**src/inc/plic_pkg.sv**
```systemverilog
// Package for the LED mode and interrupt control register bank.
// Assumes a 5-bit management register address and 16-bit registers.
`default_nettype none
package plic_pkg;

   // ------------------------------------------------------------
   // Register addresses
   // ------------------------------------------------------------
   localparam logic [4:0]  ADDR_LED_MODE_SELECT   = 5'h14;
   localparam logic [4:0]  ADDR_RX_ERROR_COUNTER  = 5'h15;
   localparam logic [4:0]  ADDR_INTERRUPT_CONTROL = 5'h16;
   localparam logic [4:0]  ADDR_INTERRUPT_FLAGS   = 5'h17;

   // ------------------------------------------------------------
   // Reset values
   // ------------------------------------------------------------
   localparam logic [15:0] RST_LED_MODE_SELECT    = 16'h3fe9;
   localparam logic [15:0] RST_RX_ERROR_COUNTER   = 16'h0000;
   localparam logic [15:0] RST_INTERRUPT_CONTROL  = 16'h0000;

   // ------------------------------------------------------------
   // Field positions
   // ------------------------------------------------------------
   localparam int IND3_LSB        = 9;
   localparam int IND2_LSB        = 6;
   localparam int IND1_LSB        = 3;
   localparam int IND0_LSB        = 0;
   localparam int INT_OUT_ENABLE  = 15;
   localparam int INT_READ_CLEAR  = 14;
   localparam int INT_POLARITY    = 13;
   localparam int INT_AUTO_CLEAR  = 12;
   localparam int INT_RESETUP     = 11;
   localparam int EVENT_N         = 11;

   // ------------------------------------------------------------
   // Indicator mode codes
   // ------------------------------------------------------------
   localparam logic [2:0]  LED_LINK     = 3'h0;
   localparam logic [2:0]  LED_ACTIVITY = 3'h1;
   localparam logic [2:0]  LED_TRANSMIT = 3'h2;
   localparam logic [2:0]  LED_RECEIVE  = 3'h3;
   localparam logic [2:0]  LED_SPEED    = 3'h5;
   localparam logic [2:0]  LED_DUPLEX   = 3'h6;
   localparam logic [2:0]  LED_OFF      = 3'h7;

   // ------------------------------------------------------------
   // Management frame figures
   // ------------------------------------------------------------
   localparam logic [5:0]  PREAMBLE_ONES = 6'h20;
   localparam logic [4:0]  HEADER_LAST   = 5'h0d;
   localparam logic [4:0]  DATA_LAST     = 5'h0f;
   localparam logic [1:0]  OP_READ       = 2'h2;
   localparam logic [1:0]  OP_WRITE      = 2'h1;
   localparam logic [1:0]  FRAME_START   = 2'h1;

   // Management slave states
   typedef enum logic [3:0] {
      MS_PRE  = 4'b0001,
      MS_HDR  = 4'b0010,
      MS_TA   = 4'b0100,
      MS_DATA = 4'b1000
   } plic_mstate_e;

endpackage
`default_nettype wire

```
**src/hdl/plic_mdio_slave.sv**
```systemverilog
// Serial management slave: decodes read and write frames.
// Assumes MDC is far slower than clock (at least four clocks per
// half period) and that reset arrives already synchronised.
`timescale 1ns/1ps
`default_nettype none
module plic_mdio_slave
#(
   parameter int PHY_ADDR = 1
)
(
   // Clock and reset
   input  wire logic                clock,
   input  wire logic                rstN,
   // Management pins
   input  wire logic                mdc,
   input  wire logic                mdioIn,
   output var  logic                mdioOut,
   output var  logic                mdioOe,
   // Register access
   output var  logic [4:0]          regAddr,
   output var  logic                rdReq,
   input  wire logic [15:0]         rdData,
   output var  logic                wrReq,
   output var  logic [15:0]         wrData
);
   import plic_pkg::*;

   logic [2:0]   mdcSync;
   logic [1:0]   mdioSync;
   plic_mstate_e state,     next_state;
   logic [5:0]   preCnt,    next_preCnt;
   logic [4:0]   bitCnt,    next_bitCnt;
   logic [13:0]  hdr,       next_hdr;
   logic [15:0]  shift,     next_shift;
   logic         isRead,    next_isRead;
   logic         next_mdioOut;
   logic         next_mdioOe;
   logic [4:0]   next_regAddr;
   logic         next_rdReq;
   logic         next_wrReq;
   logic [15:0]  next_wrData;
   logic         rise;
   logic         bitIn;
   logic [13:0]  hdrIn;

   // Pin synchronisers; edge detect reads only the later stages.
   // Reset to the idle-high level so no false clock edge follows reset.
   always_ff @(posedge clock or negedge rstN)
   begin
      if (!rstN)
      begin
         mdcSync  <= 3'h7;
         mdioSync <= 2'h3;
      end
      else
      begin
         mdcSync  <= {mdcSync[1:0], mdc};
         mdioSync <= {mdioSync[0], mdioIn};
      end
   end

   assign rise  = mdcSync[1] & ~mdcSync[2];
   assign bitIn = mdioSync[1];
   assign hdrIn = {hdr[12:0], bitIn};

   // Frame sequencing on each MDC rising edge
   always_comb
   begin
      next_state   = state;
      next_preCnt  = preCnt;
      next_bitCnt  = bitCnt;
      next_hdr     = hdr;
      next_shift   = shift;
      next_isRead  = isRead;
      next_mdioOut = mdioOut;
      next_mdioOe  = mdioOe;
      next_regAddr = regAddr;
      next_rdReq   = 1'b0;
      next_wrReq   = 1'b0;
      next_wrData  = wrData;
      if (rise)
      begin
         case (state)
            MS_PRE:
            begin
               if (bitIn)
               begin
                  if (preCnt != PREAMBLE_ONES)
                     next_preCnt = preCnt + 6'h01;
               end
               else if (preCnt == PREAMBLE_ONES)
               begin
                  next_state  = MS_HDR;
                  next_hdr    = 14'h0000;
                  next_bitCnt = 5'h01;
               end
               else
                  next_preCnt = 6'h00;
            end
            MS_HDR:
            begin
               next_hdr    = hdrIn;
               next_bitCnt = bitCnt + 5'h01;
               if (bitCnt == HEADER_LAST)
               begin
                  next_bitCnt  = 5'h00;
                  next_preCnt  = 6'h00;
                  next_regAddr = hdrIn[4:0];
                  next_isRead  = (hdrIn[11:10] == OP_READ);
                  if (hdrIn[13:12] == FRAME_START &&
                      hdrIn[9:5] == 5'(PHY_ADDR) &&
                      (hdrIn[11:10] == OP_READ ||
                       hdrIn[11:10] == OP_WRITE))
                  begin
                     next_state = MS_TA;
                     next_rdReq = (hdrIn[11:10] == OP_READ);
                  end
                  else
                     next_state = MS_PRE;
               end
            end
            MS_TA:
            begin
               next_bitCnt = bitCnt + 5'h01;
               if (bitCnt == 5'h00)
               begin
                  next_shift   = rdData;
                  next_mdioOe  = isRead;
                  next_mdioOut = 1'b0;
               end
               else
               begin
                  next_state   = MS_DATA;
                  next_bitCnt  = 5'h00;
                  next_mdioOut = isRead & shift[15];
                  next_shift   = {shift[14:0], 1'b0};
               end
            end
            MS_DATA:
            begin
               next_bitCnt = bitCnt + 5'h01;
               if (isRead)
               begin
                  next_mdioOut = shift[15];
                  next_shift   = {shift[14:0], 1'b0};
               end
               else
                  next_shift = {shift[14:0], bitIn};
               if (bitCnt == DATA_LAST)
               begin
                  next_state   = MS_PRE;
                  next_mdioOe  = 1'b0;
                  next_mdioOut = 1'b0;
                  next_wrReq   = ~isRead;
                  next_wrData  = {shift[14:0], bitIn};
               end
            end
            default:
               next_state = MS_PRE;
         endcase
      end
   end

   // Frame state registers
   always_ff @(posedge clock or negedge rstN)
   begin
      if (!rstN)
      begin
         state   <= MS_PRE;
         preCnt  <= 6'h00;
         bitCnt  <= 5'h00;
         hdr     <= 14'h0000;
         shift   <= 16'h0000;
         isRead  <= 1'b0;
         mdioOut <= 1'b0;
         mdioOe  <= 1'b0;
         regAddr <= 5'h00;
         rdReq   <= 1'b0;
         wrReq   <= 1'b0;
         wrData  <= 16'h0000;
      end
      else
      begin
         state   <= next_state;
         preCnt  <= next_preCnt;
         bitCnt  <= next_bitCnt;
         hdr     <= next_hdr;
         shift   <= next_shift;
         isRead  <= next_isRead;
         mdioOut <= next_mdioOut;
         mdioOe  <= next_mdioOe;
         regAddr <= next_regAddr;
         rdReq   <= next_rdReq;
         wrReq   <= next_wrReq;
         wrData  <= next_wrData;
      end
   end

endmodule
`default_nettype wire

```
**src/hdl/plic_regs.sv**
```systemverilog
// Overview of operation
// RULE1 - Fourth indicator mode field, resets off
// RULE2 - Third indicator same codes, resets off
// RULE3 - Second indicator same codes, resets speed
// RULE4 - First indicator resets activity, 111 link
// RULE5 - Sixteen-bit read/write receive error count register
// RULE6 - Interrupt pin enable and active level
// RULE7 - Optional clear of flags on read
// RULE8 - Optional auto clear when condition ends
// RULE9 - Re-setup keeps written flag while condition
// RULE10 - Per-event enable bits, all reset zero
// RULE11 - Pin active when enabled flag pending
// RULE12 - Count RMII receive errors, write loads
//
// Register bank for indicator modes, receive error count and
// interrupt control, reached through the management serial pins.
// Assumes status and event inputs come from logic on clock.
`timescale 1ns/1ps
`default_nettype none
module plic_regs
#(
   parameter int PHY_ADDR = 1
)
(
   // Clock and reset
   input  wire logic                          clock,
   input  wire logic                          arst_n,
   // Management pins
   input  wire logic                          mdc,
   input  wire logic                          mdioIn,
   output var  logic                          mdioOut,
   output var  logic                          mdioOe,
   // Link status from the data path
   input  wire logic                          linkUp,
   input  wire logic                          txActive,
   input  wire logic                          rxActive,
   input  wire logic                          speed100,
   input  wire logic                          fullDuplex,
   input  wire logic                          rmiiMode,
   input  wire logic                          rxErrEvent,
   // Interrupt event conditions
   input  wire logic [plic_pkg::EVENT_N-1:0]  eventCond,
   // Indicator and interrupt pins
   output var  logic                          indicatorOut3,
   output var  logic                          indicatorOut2,
   output var  logic                          indicatorOut1,
   output var  logic                          indicatorOut0,
   output var  logic                          intOut
);
   import plic_pkg::*;

   if (PHY_ADDR < 0 || PHY_ADDR > 31)
      $error("PHY_ADDR must lie in 0 to 31");

   logic [1:0]          rstSync;
   logic                rstN;
   logic [4:0]          regAddr;
   logic                rdReq;
   logic                wrReq;
   logic [15:0]         wrData;
   logic [15:0]         rdData,     next_rdData;
   logic [15:0]         ledMode,    next_ledMode;
   logic [15:0]         rxErrCount, next_rxErrCount;
   logic [15:0]         intCtl,     next_intCtl;
   logic [EVENT_N-1:0]  flags,      next_flags;
   logic [EVENT_N-1:0]  condPrev;
   logic [EVENT_N-1:0]  condRise;
   logic [EVENT_N-1:0]  flagClr;
   logic                pending;
   logic                next_intOut;
   logic                next_ind3, next_ind2, next_ind1, next_ind0;

   // ------------------------------------------------------------
   // Reset release and management slave
   // ------------------------------------------------------------
   always_ff @(posedge clock or negedge arst_n)
   begin
      if (!arst_n)
         rstSync <= 2'h0;
      else
         rstSync <= {rstSync[0], 1'b1};
   end
   assign rstN = rstSync[1];

   plic_mdio_slave #(.PHY_ADDR(PHY_ADDR)) uMdio
   (
      .clock   (clock),
      .rstN    (rstN),
      .mdc     (mdc),
      .mdioIn  (mdioIn),
      .mdioOut (mdioOut),
      .mdioOe  (mdioOe),
      .regAddr (regAddr),
      .rdReq   (rdReq),
      .rdData  (rdData),
      .wrReq   (wrReq),
      .wrData  (wrData)
   );

   // ------------------------------------------------------------
   // Indicator selection
   // ------------------------------------------------------------
   function automatic logic ledSel(input logic [2:0] mode,
                                   input logic       isFirst);
      case (mode)
         LED_LINK:     ledSel = linkUp;
         LED_ACTIVITY: ledSel = txActive | rxActive;
         LED_TRANSMIT: ledSel = txActive;
         LED_RECEIVE:  ledSel = rxActive;
         LED_SPEED:    ledSel = speed100;
         LED_DUPLEX:   ledSel = fullDuplex;
         LED_OFF:      ledSel = isFirst & linkUp;
         default:      ledSel = 1'b0;  // Unsupported code stays dark
      endcase
   endfunction

   // Per-indicator mode decode
   always_comb
   begin
      next_ind3 = ledSel(ledMode[IND3_LSB+:3], 1'b0);  // see RULE1
      next_ind2 = ledSel(ledMode[IND2_LSB+:3], 1'b0);  // see RULE2
      next_ind1 = ledSel(ledMode[IND1_LSB+:3], 1'b0);  // see RULE3
      next_ind0 = ledSel(ledMode[IND0_LSB+:3], 1'b1);  // see RULE4
   end

   // ------------------------------------------------------------
   // Registers, counter and flags
   // ------------------------------------------------------------
   assign condRise = eventCond & ~condPrev;

   always_comb
   begin
      next_ledMode    = ledMode;
      next_intCtl     = intCtl;
      next_rxErrCount = rxErrCount;
      next_rdData     = rdData;
      flagClr         = '0;
      if (wrReq && regAddr == ADDR_LED_MODE_SELECT)
         next_ledMode = wrData;                     // see RULE1
      if (wrReq && regAddr == ADDR_INTERRUPT_CONTROL)
         next_intCtl = wrData;                      // see RULE10
      if (wrReq && regAddr == ADDR_RX_ERROR_COUNTER)
         next_rxErrCount = wrData;                  // see RULE12
      else if (rmiiMode && rxErrEvent)
         next_rxErrCount = rxErrCount + 16'h0001;   // see RULE5
      if (rdReq && regAddr == ADDR_INTERRUPT_FLAGS && intCtl[INT_READ_CLEAR])
         flagClr = '1;                              // see RULE7
      if (wrReq && regAddr == ADDR_INTERRUPT_FLAGS)
      begin
         if (intCtl[INT_RESETUP])                   // see RULE9
            flagClr = flagClr | (wrData[EVENT_N-1:0] & ~eventCond);
         else
            flagClr = flagClr | wrData[EVENT_N-1:0];
      end
      if (intCtl[INT_AUTO_CLEAR])
         flagClr = flagClr | ~eventCond;            // see RULE8
      // A new event wins over any clear in the same cycle
      next_flags = (flags & ~flagClr) | condRise;
      if (rdReq)
      begin
         case (regAddr)
            ADDR_LED_MODE_SELECT:   next_rdData = ledMode;
            ADDR_RX_ERROR_COUNTER:  next_rdData = rxErrCount;
            ADDR_INTERRUPT_CONTROL: next_rdData = intCtl;
            ADDR_INTERRUPT_FLAGS:   next_rdData = 16'(flags);
            default:                next_rdData = 16'h0000;
         endcase
      end
   end

   // Interrupt pin level
   always_comb
   begin
      pending = |(flags & intCtl[EVENT_N-1:0]);     // see RULE10
      if (intCtl[INT_OUT_ENABLE] && pending)        // see RULE11
         next_intOut = intCtl[INT_POLARITY];        // see RULE6
      else
         next_intOut = ~intCtl[INT_POLARITY];
   end

   // State registers
   always_ff @(posedge clock or negedge rstN)
   begin
      if (!rstN)
      begin
         ledMode       <= RST_LED_MODE_SELECT;
         rxErrCount    <= RST_RX_ERROR_COUNTER;
         intCtl        <= RST_INTERRUPT_CONTROL;
         flags         <= '0;
         condPrev      <= '0;
         rdData        <= 16'h0000;
         intOut        <= 1'b1;
         indicatorOut3 <= 1'b0;
         indicatorOut2 <= 1'b0;
         indicatorOut1 <= 1'b0;
         indicatorOut0 <= 1'b0;
      end
      else
      begin
         ledMode       <= next_ledMode;
         rxErrCount    <= next_rxErrCount;
         intCtl        <= next_intCtl;
         flags         <= next_flags;
         condPrev      <= eventCond;
         rdData        <= next_rdData;
         intOut        <= next_intOut;
         indicatorOut3 <= next_ind3;
         indicatorOut2 <= next_ind2;
         indicatorOut1 <= next_ind1;
         indicatorOut0 <= next_ind0;
      end
   end
endmodule
`default_nettype wire

```
**config.mk**
```make
export PLATFORM = sky130hd
export DESIGN_NAME = plic_regs
export DESIGN_NICKNAME = d
export VERILOG_FILES = /design/src/inc/plic_pkg.sv /design/src/hdl/plic_mdio_slave.sv /design/src/hdl/plic_regs.sv
export SDC_FILE = /design/constraint.sdc
export NUM_CORES = 1
export LEC_CHECK = 0
export BUFFER_PORTS_ARGS = -buffer_cell sky130_fd_sc_hd__buf_2
export CAP_MARGIN = 30
export CORE_MARGIN = 3
export CORE_UTILIZATION = 60
export CTS_CLUSTER_SIZE = 28
export DETAILED_ROUTE_END_ITERATION = 16
export PLACE_DENSITY = 0.78
export SLEW_MARGIN = 0
export SYNTH_ARGS = -nofsm -noshare
export SYNTH_HDL_FRONTEND = slang
export SYNTH_SLANG_ARGS = --single-unit
```
**constraint.sdc**
```tcl
create_clock -name clock -period 15.25 [get_ports clock]
set_input_delay 3.8125 -clock clock [delete_from_list [all_inputs] [get_ports clock]]
set_output_delay 3.8125 -clock clock [all_outputs]
set_load 0.02 [all_outputs]
```
Word level (Yosys, flattened, before mapping)

Index checks and enable logic that the tools add are counted.

Register bits: 168
Input bits: 22

Reduce and logical (&&, ||, !) cells: 31
$add $sub $neg: 3
Bitwise operators: 17
Equality and inequality tests: 46
Multiplexer cells: 49

Operators by type and width:

| cell                  | count |
|---|---|
| $pmux 16 s4           | 1 |
| $mux 16               | 3 |
| $and 11x11->11        | 4 |
| $mux 11               | 4 |
| $or 11x11->11         | 4 |
| $not 11->11           | 3 |
| $pmux 16 s2           | 1 |
| $eq 3x3->1 const B    | 9 |
| $mux 13               | 2 |
| $pmux 13 s2           | 1 |
| $eq 3x2->1 const B    | 8 |
| $mux 6                | 4 |
| $pmux 1 s6            | 4 |
| $eq 5x5->1 const B    | 4 |
| $mux 4                | 5 |
| $mux 5                | 4 |
| $pmux 5 s4            | 1 |
| $add 16x1->16 const B | 1 |
| $pmux 4 s4            | 1 |
| $mux 1                | 14 |
| $eq 3x1->1 const B    | 4 |
| $logic_not 3->1       | 4 |
| $pmux 6 s2            | 1 |
| $reduce_and 4->1      | 3 |
| 33 further kinds      | 56 |

Depth between registers and ports, before layout

Gate-level depths: netlist of the first run.

Depth after elaboration: 12
Depth in mapped cells: 8

Modules after synthesis

A second synthesis of the first run with hierarchy kept.

Cells, all modules: 687
Area total of the unflattened synthesis: 8097.8 µm²

By module, submodules not included:

| module          | times used | cells an instance | sequential area each (µm²) | area an instance (µm²) |
|---|---|---|---|---|
| plic_regs       | 1          | 396               | 2342.2                     | 4483.0 |
| plic_mdio_slave | 1          | 291               | 1884.3                     | 3614.7 |

Worst setup path after synthesis of the first run

Ideal clock, no wire load.

Path type: in2reg
Start point: input rmiiMode
End point: register rxErrCount[15]
Required time: 15.121 ns
Arrival: 4.988 ns
Cell stages on the path: 6
Path buffers: 1
Setup time: 0.129 ns
Path slack: 10.134 ns
Path through: nand2_1 > or3b_2 > clkbuf_1 > nor4_1 > xnor2_1 > o21ai_1

Longest elaborated chain between the ends: 2

Ends and longest elaborated chain:

| item                               | RTL line         | RTL |
|---|---|---|
| start, declared                    | plic_regs.sv:39  | `input wire logic rmiiMode,` |
| $logic_and 1x1->1                  | plic_regs.sv:144 | `else if (rmiiMode && rxErrEvent)` |
| $reduce_bool 2->1 (no source line) | -                |  |
| end signal, assigned               | plic_regs.sv:201 | `rxErrCount <= next_rxErrCount;` |
| end, declared                      | plic_regs.sv:63  | `logic [15:0] rxErrCount, next_rxErrCount;` |

No other way between the ends.
A chain may end at the register's enable or synchronous reset.

Worst setup path after layout of the first run

Start point: register intOut
End point: output intOut

RTL lines:

| item                   | RTL line         | RTL |
|---|---|---|
| start, declared        | plic_regs.sv:48  | `output var logic intOut` |
| start signal, assigned | plic_regs.sv:206 | `intOut <= next_intOut;` |

No word-level cell between the ends.

==> results of run 1 <==
[routing by layer]
layer | track usage [%] | vias to the layer above
li1 | - | 2642
met3 | 6.790 | 47
met1 | 34.03 | 2819
met5 | 0 | -
met4 | 12.17 | 0
met2 | 41.50 | 214
[through the flow]
stage	hold WS (ns)	instance area, µm²	setup slack (ns)	power, mW	std cells
finish	0.3144	8663	10.35	1.027	931
global route	0.3628	8663	10.31	1.067	931
CTS	0.3387	8608	10.33	1.031	929
detailed placement	0.3314	8010	9.981	0.5971	897
global placement	0.3386	7949	10.02	0.5906	893
floorplan	0.3312	7707	10.13	0.5695	726
[cells in the mapped netlist (all sizes together), types with 2 or more instances]
library cell,number,area [µm²]
xor2,10,87.58
inv,44,165.2
o21ai,66,330.3
nand4,9,56.30
a311oi,3,26.28
nand2b,15,93.84
a21o,9,67.56
or4b,2,23.77
nand3,49,245.2
o22ai,8,50.05
nand2,66,247.7
o31ai,4,30.03
a31oi,4,40.04
a22oi,18,135.1
nor2,46,172.7
clkbuf,26,97.59
dfstp,18,473.0
a21oi,28,140.1
xnor2,7,61.31
nor3,7,56.31
mux2,56,630.6
mux2i,5,50.05
and3,4,25.02
a2bb2oi,11,96.34
dfrtp,150,3754
ha,8,100.1
a221oi,5,43.79
nand4b,3,26.28
a22o,7,61.31
nor2b,3,18.77
a222oi,6,60.06
buf,8,52.55
or4,2,15.01
nor4b,6,73.81
[power groups by stage]
stage               sequential, mW  clock, mW  combinational [mW]
global placement             0.519          0              0.0711
CTS                          0.511      0.440              0.0799
global route                 0.517      0.460              0.0909
finish                       0.513      0.433              0.0805
detailed placement           0.518          0              0.0795
floorplan                    0.510          0              0.0597
[area by class of cell]
class	instances	share of cell area [%]
Tap cell	168	2.426
Timing Repair Buffer	39	3.394
Inverter	44	1.906
Multi-Input combinational cell	480	36.54
Clock buffer	20	5.156
Clock inverter	12	1.748
Sequential cell	168	48.83
[flip-flops by register name (all words and copies together), names as in the netlist, 2 cells and up]
| name | cells |
|---|---|
| condPrev | 11 |
| uMdio.hdr | 13 |
| uMdio.state | 4 |
| uMdio.mdioSync | 2 |
| ledMode | 16 |
| uMdio.wrData | 16 |
| flags | 11 |
| intCtl | 16 |
| rdData | 16 |
| rxErrCount | 16 |
| rstSync | 2 |
| uMdio.bitCnt | 5 |
| uMdio.regAddr | 5 |
| uMdio.mdcSync | 3 |
| uMdio.preCnt | 6 |
| uMdio.shift | 16 |
[kinds of logic after synthesis]
group,after synthesis,share of synthesized area (%)
and+or+nand+nor,218,14.25
AOI/OAI and AO/OA,175,14.71
DFF,168,54.84
buffers and inverters,78,4.091
muxes,61,8.831
xor gates and xnor gates,17,1.932
adders and majority gates,8,1.299
other,1,0.04865
[path summary, 6_finish.rpt]
kind | startpoint | end | cells after the start
max in group asynchronous | arst_n | rstSync[1]$_DFF_PN0_ | 1
setup reg to reg | uMdio.state[3]$_DFFE_PN0P_ | uMdio.wrData[11]$_DFFE_PN0P_ | 3
hold reg to reg | rstSync[1]$_DFF_PN0_ | condPrev[1]$_DFF_PN0_ | 0
hold / removal | rstSync[1]$_DFF_PN0_ | condPrev[1]$_DFF_PN0_ | 0
setup / recovery | intOut$_DFF_PN1_ | intOut | 1
min in group clock | uMdio.mdcSync[0]$_DFF_PN1_ | uMdio.mdcSync[1]$_DFF_PN1_ | 0
==> impl_metrics.json, run 1 <==
{
  "status": "finished clean",
  "placementRows": 40,
  "postCtsSetupRepairBufs": 0,
  "fmaxAchievable_ghz": 0.2040,
  "die_h_um": 119.3,
  "critPathRequiredTime_ns": 11.44,
  "synth_area_um2": 7707,
  "regArea_um2": 4230,
  "worst_pin_slew_ns": 0.9123,
  "ctsResizeCount": 0,
  "htreeDepth": 4,
  "netlist-cell-type-count": 55,
  "die_x_um": 119.3,
  "yosys_warnings": 0,
  "hold_class": "flop to asynchronous set/reset pin",
  "final_nets": 780,
  "period_needed_ns": 4.902,
  "ys_ff_latch": 168,
  "cts_hold_buf": 0,
  "p_clk_share_pct": 42.2,
  "ir_worst_vdd_uv": 73.21,
  "drc": 0,
  "powerDensity_nw_per_um2": 118.5,
  "ant_nets": 0,
  "syn2layout_area_growth_pct": 12.40,
  "intPower_uw": 770.0,
  "core_area_um2": 12260,
  "mostFrequentLayoutCell": "dfrtp_1",
  "drt_wl_total_mm": 17.72,
  "slowest_delay_ns": 0.51,
  "routed-via-count": 5722,
  "path_max_fanout": 1,
  "final_cell_mix": "149 x dfrtp_1, 66 x nand2_1, 63 x o21ai_0, 56 x mux2_2, 49 x nand3_1",
  "synth_nets": 756,
  "io_pins": 29,
  "cp_slowest_cell": "dfstp_2",
  "antenna_found_initial": 0,
  "drive_gt1_share_pct": 20.05,
  "slew_violations": 0,
  "cts_buffers": 17,
  "grt_pass1_vias": 5663,
  "path_cells": "buf_2",
  "wl_met2_mm": 8.401,
  "synthArstFlopShare_pct": 100.0,
  "slew_headroom_pct": 39.01,
  "synth_edf_count": 0,
  "cp_top_family": "flip-flops",
  "wl_met1_mm": 7.507,
  "grt_pass1_wl_mm": 29.07,
  "drv_cap": 0,
  "netSwitchingPower_uw": 256.8,
  "wl_per_cell_um": 19.04,
  "r2r_slack_ns": 12.76,
  "swShare_pct": 25.01,
  "io_buffers": 28,
  "setup_viol": 0,
  "dpl.hpwl_mm": 12.14,
  "cts.path.max_buffers": 2,
  "cts_tree": "done",
  "start_util_pct": 62.86,
  "synthCells": 726,
  "routed_via_density": 6.146,
  "end_kind": "output pin",
  "drtIter0Drc": 549,
  "rsz0062_at_grt": "no",
  "wl_met3_mm": 1.219,
  "fin_crit_sh_pct": 32.14,
  "p_seq_share_pct": 50.0,
  "start_kind": "flop",
  "grt_max_degree": 80,
  "grt_overflow": 0,
  "clock_latency_ns": 0.43,
  "hold_viol": 0,
  "fillerInstances": 890,
  "multiInputGateArea_um2": 3166,
  "firstDrtPassIters": 5,
  "cts_root_buffer": "clkbuf_16",
  "combPwrFrac_pct": 7.8,
  "final_util_pct": 70.65,
  "clk_pin_slew_ns": 0.06,
  "crit_arrival_ns": 1.09,
  "p_leak_nw": 3.791,
  "grt_util_all_layers_pct": 26.21,
  "die_area_um2": 14240,
  "finClkSkew_ns": 0.008666,
  "dr.max_layer_used": "met4",
  "ys.flop_type": "dfrtp_1",
  "gp_congestion": 0.8948,
  "diodes": 0,
  "clock_sinks": 168,
  "setup_tns_ns": 0,
  "postSynthAreaPerCell_um2": 10.62,
  "ys_seq_area_share_pct": 54.84,
  "cp_num_buf_inv": 1,
  "critical_path_class": "flop to output pin"
}
(Power assumes the default switching activity.)
==> run 2, diff against run 1 <==
--- a/config.mk
+++ b/config.mk
@@ -8,10 +8,10 @@
 export BUFFER_PORTS_ARGS = -buffer_cell sky130_fd_sc_hd__buf_2
 export CAP_MARGIN = 30
 export CORE_MARGIN = 3
-export CORE_UTILIZATION = 60
+export CORE_UTILIZATION = 56
 export CTS_CLUSTER_SIZE = 28
 export DETAILED_ROUTE_END_ITERATION = 16
-export PLACE_DENSITY = 0.78
+export PLACE_DENSITY = 0.76
 export SLEW_MARGIN = 0
 export SYNTH_ARGS = -nofsm -noshare
 export SYNTH_HDL_FRONTEND = slang
==> constraint.sdc (replaced) <==
create_clock -name clock -period 4.43 [get_ports clock]
set_input_delay 1.1075 -clock clock [delete_from_list [all_inputs] [get_ports clock]]
set_output_delay 1.1075 -clock clock [all_outputs]
set_load 0.02 [all_outputs]
==> run 2 against run 1 <==
Against the previous run: combinational power grew to 3.3 times the previous value; cell area is essentially flat; worst hold slack better by 0.039 ns; register-to-register slack worse by 11 ns; non-clock buffer count is 3 lower; sequential share of layout area hardly changed; critical endpoint is now uMdio.shift[7]$_DFFE_PN0P_; largest power group unchanged; highest routed layer unchanged.
==> impl_metrics.json, run 2 (synthesis results as in run 1) <==
{
  "path_max_fanout": 32,
  "path_cells": "or4b_2, nand2_1, nor2_1, a21oi_1, o21ai_0",
  "final_nets": 777,
  "clock_latency_ns": 0.42,
  "cp_top_family": "simple AND/OR/NAND/NOR gates",
  "grt_overflow": 0,
  "cp_num_buf_inv": 0,
  "io_buffers": 28,
  "rsz0062_at_grt": "no",
  "period_needed_ns": 2.583,
  "final_cell_mix": "149 x dfrtp_1, 66 x nand2_1, 63 x o21ai_0, 56 x mux2_2, 49 x nand3_1",
  "postPlaceCellArea_um2": 8001,
  "cts.path.max_buffers": 2,
  "die_area_um2": 15210,
  "slew_headroom_pct": 31.01,
  "combPwrFrac_pct": 7.3,
  "p_seq_share_pct": 48.2,
  "status": "finished clean",
  "swShare_pct": 24.19,
  "r2r_start": "uMdio.state[1]$_DFFE_PN0P_",
  "final_util_pct": 64.95,
  "clk_pin_slew_ns": 0.06,
  "mostFrequentLayoutCell": "dfrtp_1",
  "syn2layout_area_growth_pct": 12.48,
  "routed_via_density": 6.217,
  "gp_congestion": 0.8769,
  "cts_hold_buf": 0,
  "core_area_um2": 13350,
  "end_kind": "flop",
  "setup_tns_ns": 0,
  "ctsResizeCount": 0,
  "clock_sinks": 168,
  "finClkSkew_ns": 0.006146,
  "grt_max_degree": 95,
  "ant_nets": 0,
  "firstDrtPassIters": 5,
  "worst_pin_slew_ns": 1.032,
  "dp_slack_ns": 1.799,
  "setup_viol": 0,
  "intPower_mw": 2.787,
  "rr_endpoint": "uMdio.shift[7]$_DFFE_PN0P_",
  "startpoint": "uMdio.state[1]$_DFFE_PN0P_",
  "hold_slack_ns": 0.3529,
  "drv_cap": 0,
  "htreeDepth": 4,
  "routed-via-count": 5819,
  "hold_class": "flop to flop",
  "drc": 0,
  "slowest_delay_ns": 0.79,
  "p_clk_share_pct": 44.6,
  "die_x_um": 123.3,
  "grt_pass1_vias": 5987,
  "netSwitchingPower_uw": 889.2,
  "cts_tree": "done",
  "critPathCapture": "uMdio.shift[7]$_DFFE_PN0P_",
  "grt_util_all_layers_pct": 26.07,
  "crit_cells": 5,
  "diodes": 0,
  "reg2reg_depth": 5,
  "dpl.hpwl_mm": 12.63,
  "p_leak_nw": 3.798,
  "wl_per_cell_um": 19.57,
  "cts_buffers": 17,
  "io_pins": 29,
  "fin_crit_sh_pct": 58.31,
  "critPathRequiredTime_ns": 4.73,
  "fmaxAchievable_ghz": 0.3871,
  "drt_wl_total_mm": 18.32,
  "placementRows": 42,
  "drtIter0Drc": 555,
  "ir_worst_vdd_uv": 372.7,
  "grt_pass1_wl_mm": 30.22,
  "antenna_found_initial": 0,
  "start_kind": "flop",
  "start_util_pct": 57.74,
  "fin_ws_ns": 1.847,
  "hold_viol": 0,
  "die_h_um": 123.3,
  "cp_slowest_cell": "nand2_1",
  "min_from": "uMdio.mdcSync[0]$_DFF_PN1_",
  "final_cell_area_um2": 8670,
  "cts_root_buffer": "clkbuf_16",
  "drive_gt1_share_pct": 20.00,
  "powerDensity_nw_per_um2": 424.1,
  "postCtsSetupRepairBufs": 0,
  "slew_violations": 0,
  "r2r_slack_ns": 1.85,
  "crit_arrival_ns": 2.89,
  "critical_path_class": "flop to flop"
}
==> run 2: metrics by stage <==
stage                     power [mW]  std cells
after CTS                      3.693        936
after global routing           3.808        936
after floorplan                1.961        726
after detailed placement       2.059        904
after global placement         2.033        902
final                          3.676        936
==> run 2: per-layer routing <==
metal	vias up	share of wire [%]	global-route usage [%]
li1	2629	-	-
met1	2930	41	32.40
met2	216	50	43.12
met3	44	5.9	6.725
met4	0	3.4	11.63
met5	-	0	0
==> run 2: worst min-delay path by stage <==
stage	to	slack (ns)	cells past startpoint
after floorplan	rstSync[1]$_DFF_PN0_	0.33	0
after global placement	rstSync[1]$_DFF_PN0_	0.34	0
after detailed placement	uMdio.mdioSync[1]$_DFF_PN1_	0.35	0
after CTS	uMdio.mdcSync[1]$_DFF_PN1_	0.36	0
after global routing	uMdio.mdcSync[1]$_DFF_PN1_	0.36	0
final	uMdio.mdcSync[1]$_DFF_PN1_	0.35	0
==> run 2: final cells by class <==
cell class	count	area (µm²)
clock buffers	23	508.0
clock inverters	9	160.2
fillers	1049	4678
inverters	44	165.2
multi-input cells	480	3166
flip-flops and latches	168	4230
well taps	176	220.2
repair buffers	36	220.2
==> run 2: power groups by stage <==
stage	clock (mW)	combinational, mW	sequential (mW)
after CTS	1.66	0.269	1.77
after global routing	1.72	0.299	1.79
after global placement	0	0.247	1.79
after detailed placement	0	0.268	1.79
after floorplan	0	0.205	1.76
final	1.64	0.267	1.77
==> run 2: worst reg2reg max path: stages, from the launching register on <==
cell	delay [ns]
dfrtp_1	0.48
or4b_2	0.78
nand2_1	0.80
nor2_1	0.13
a21oi_1	0.18
o21ai_0	0.11
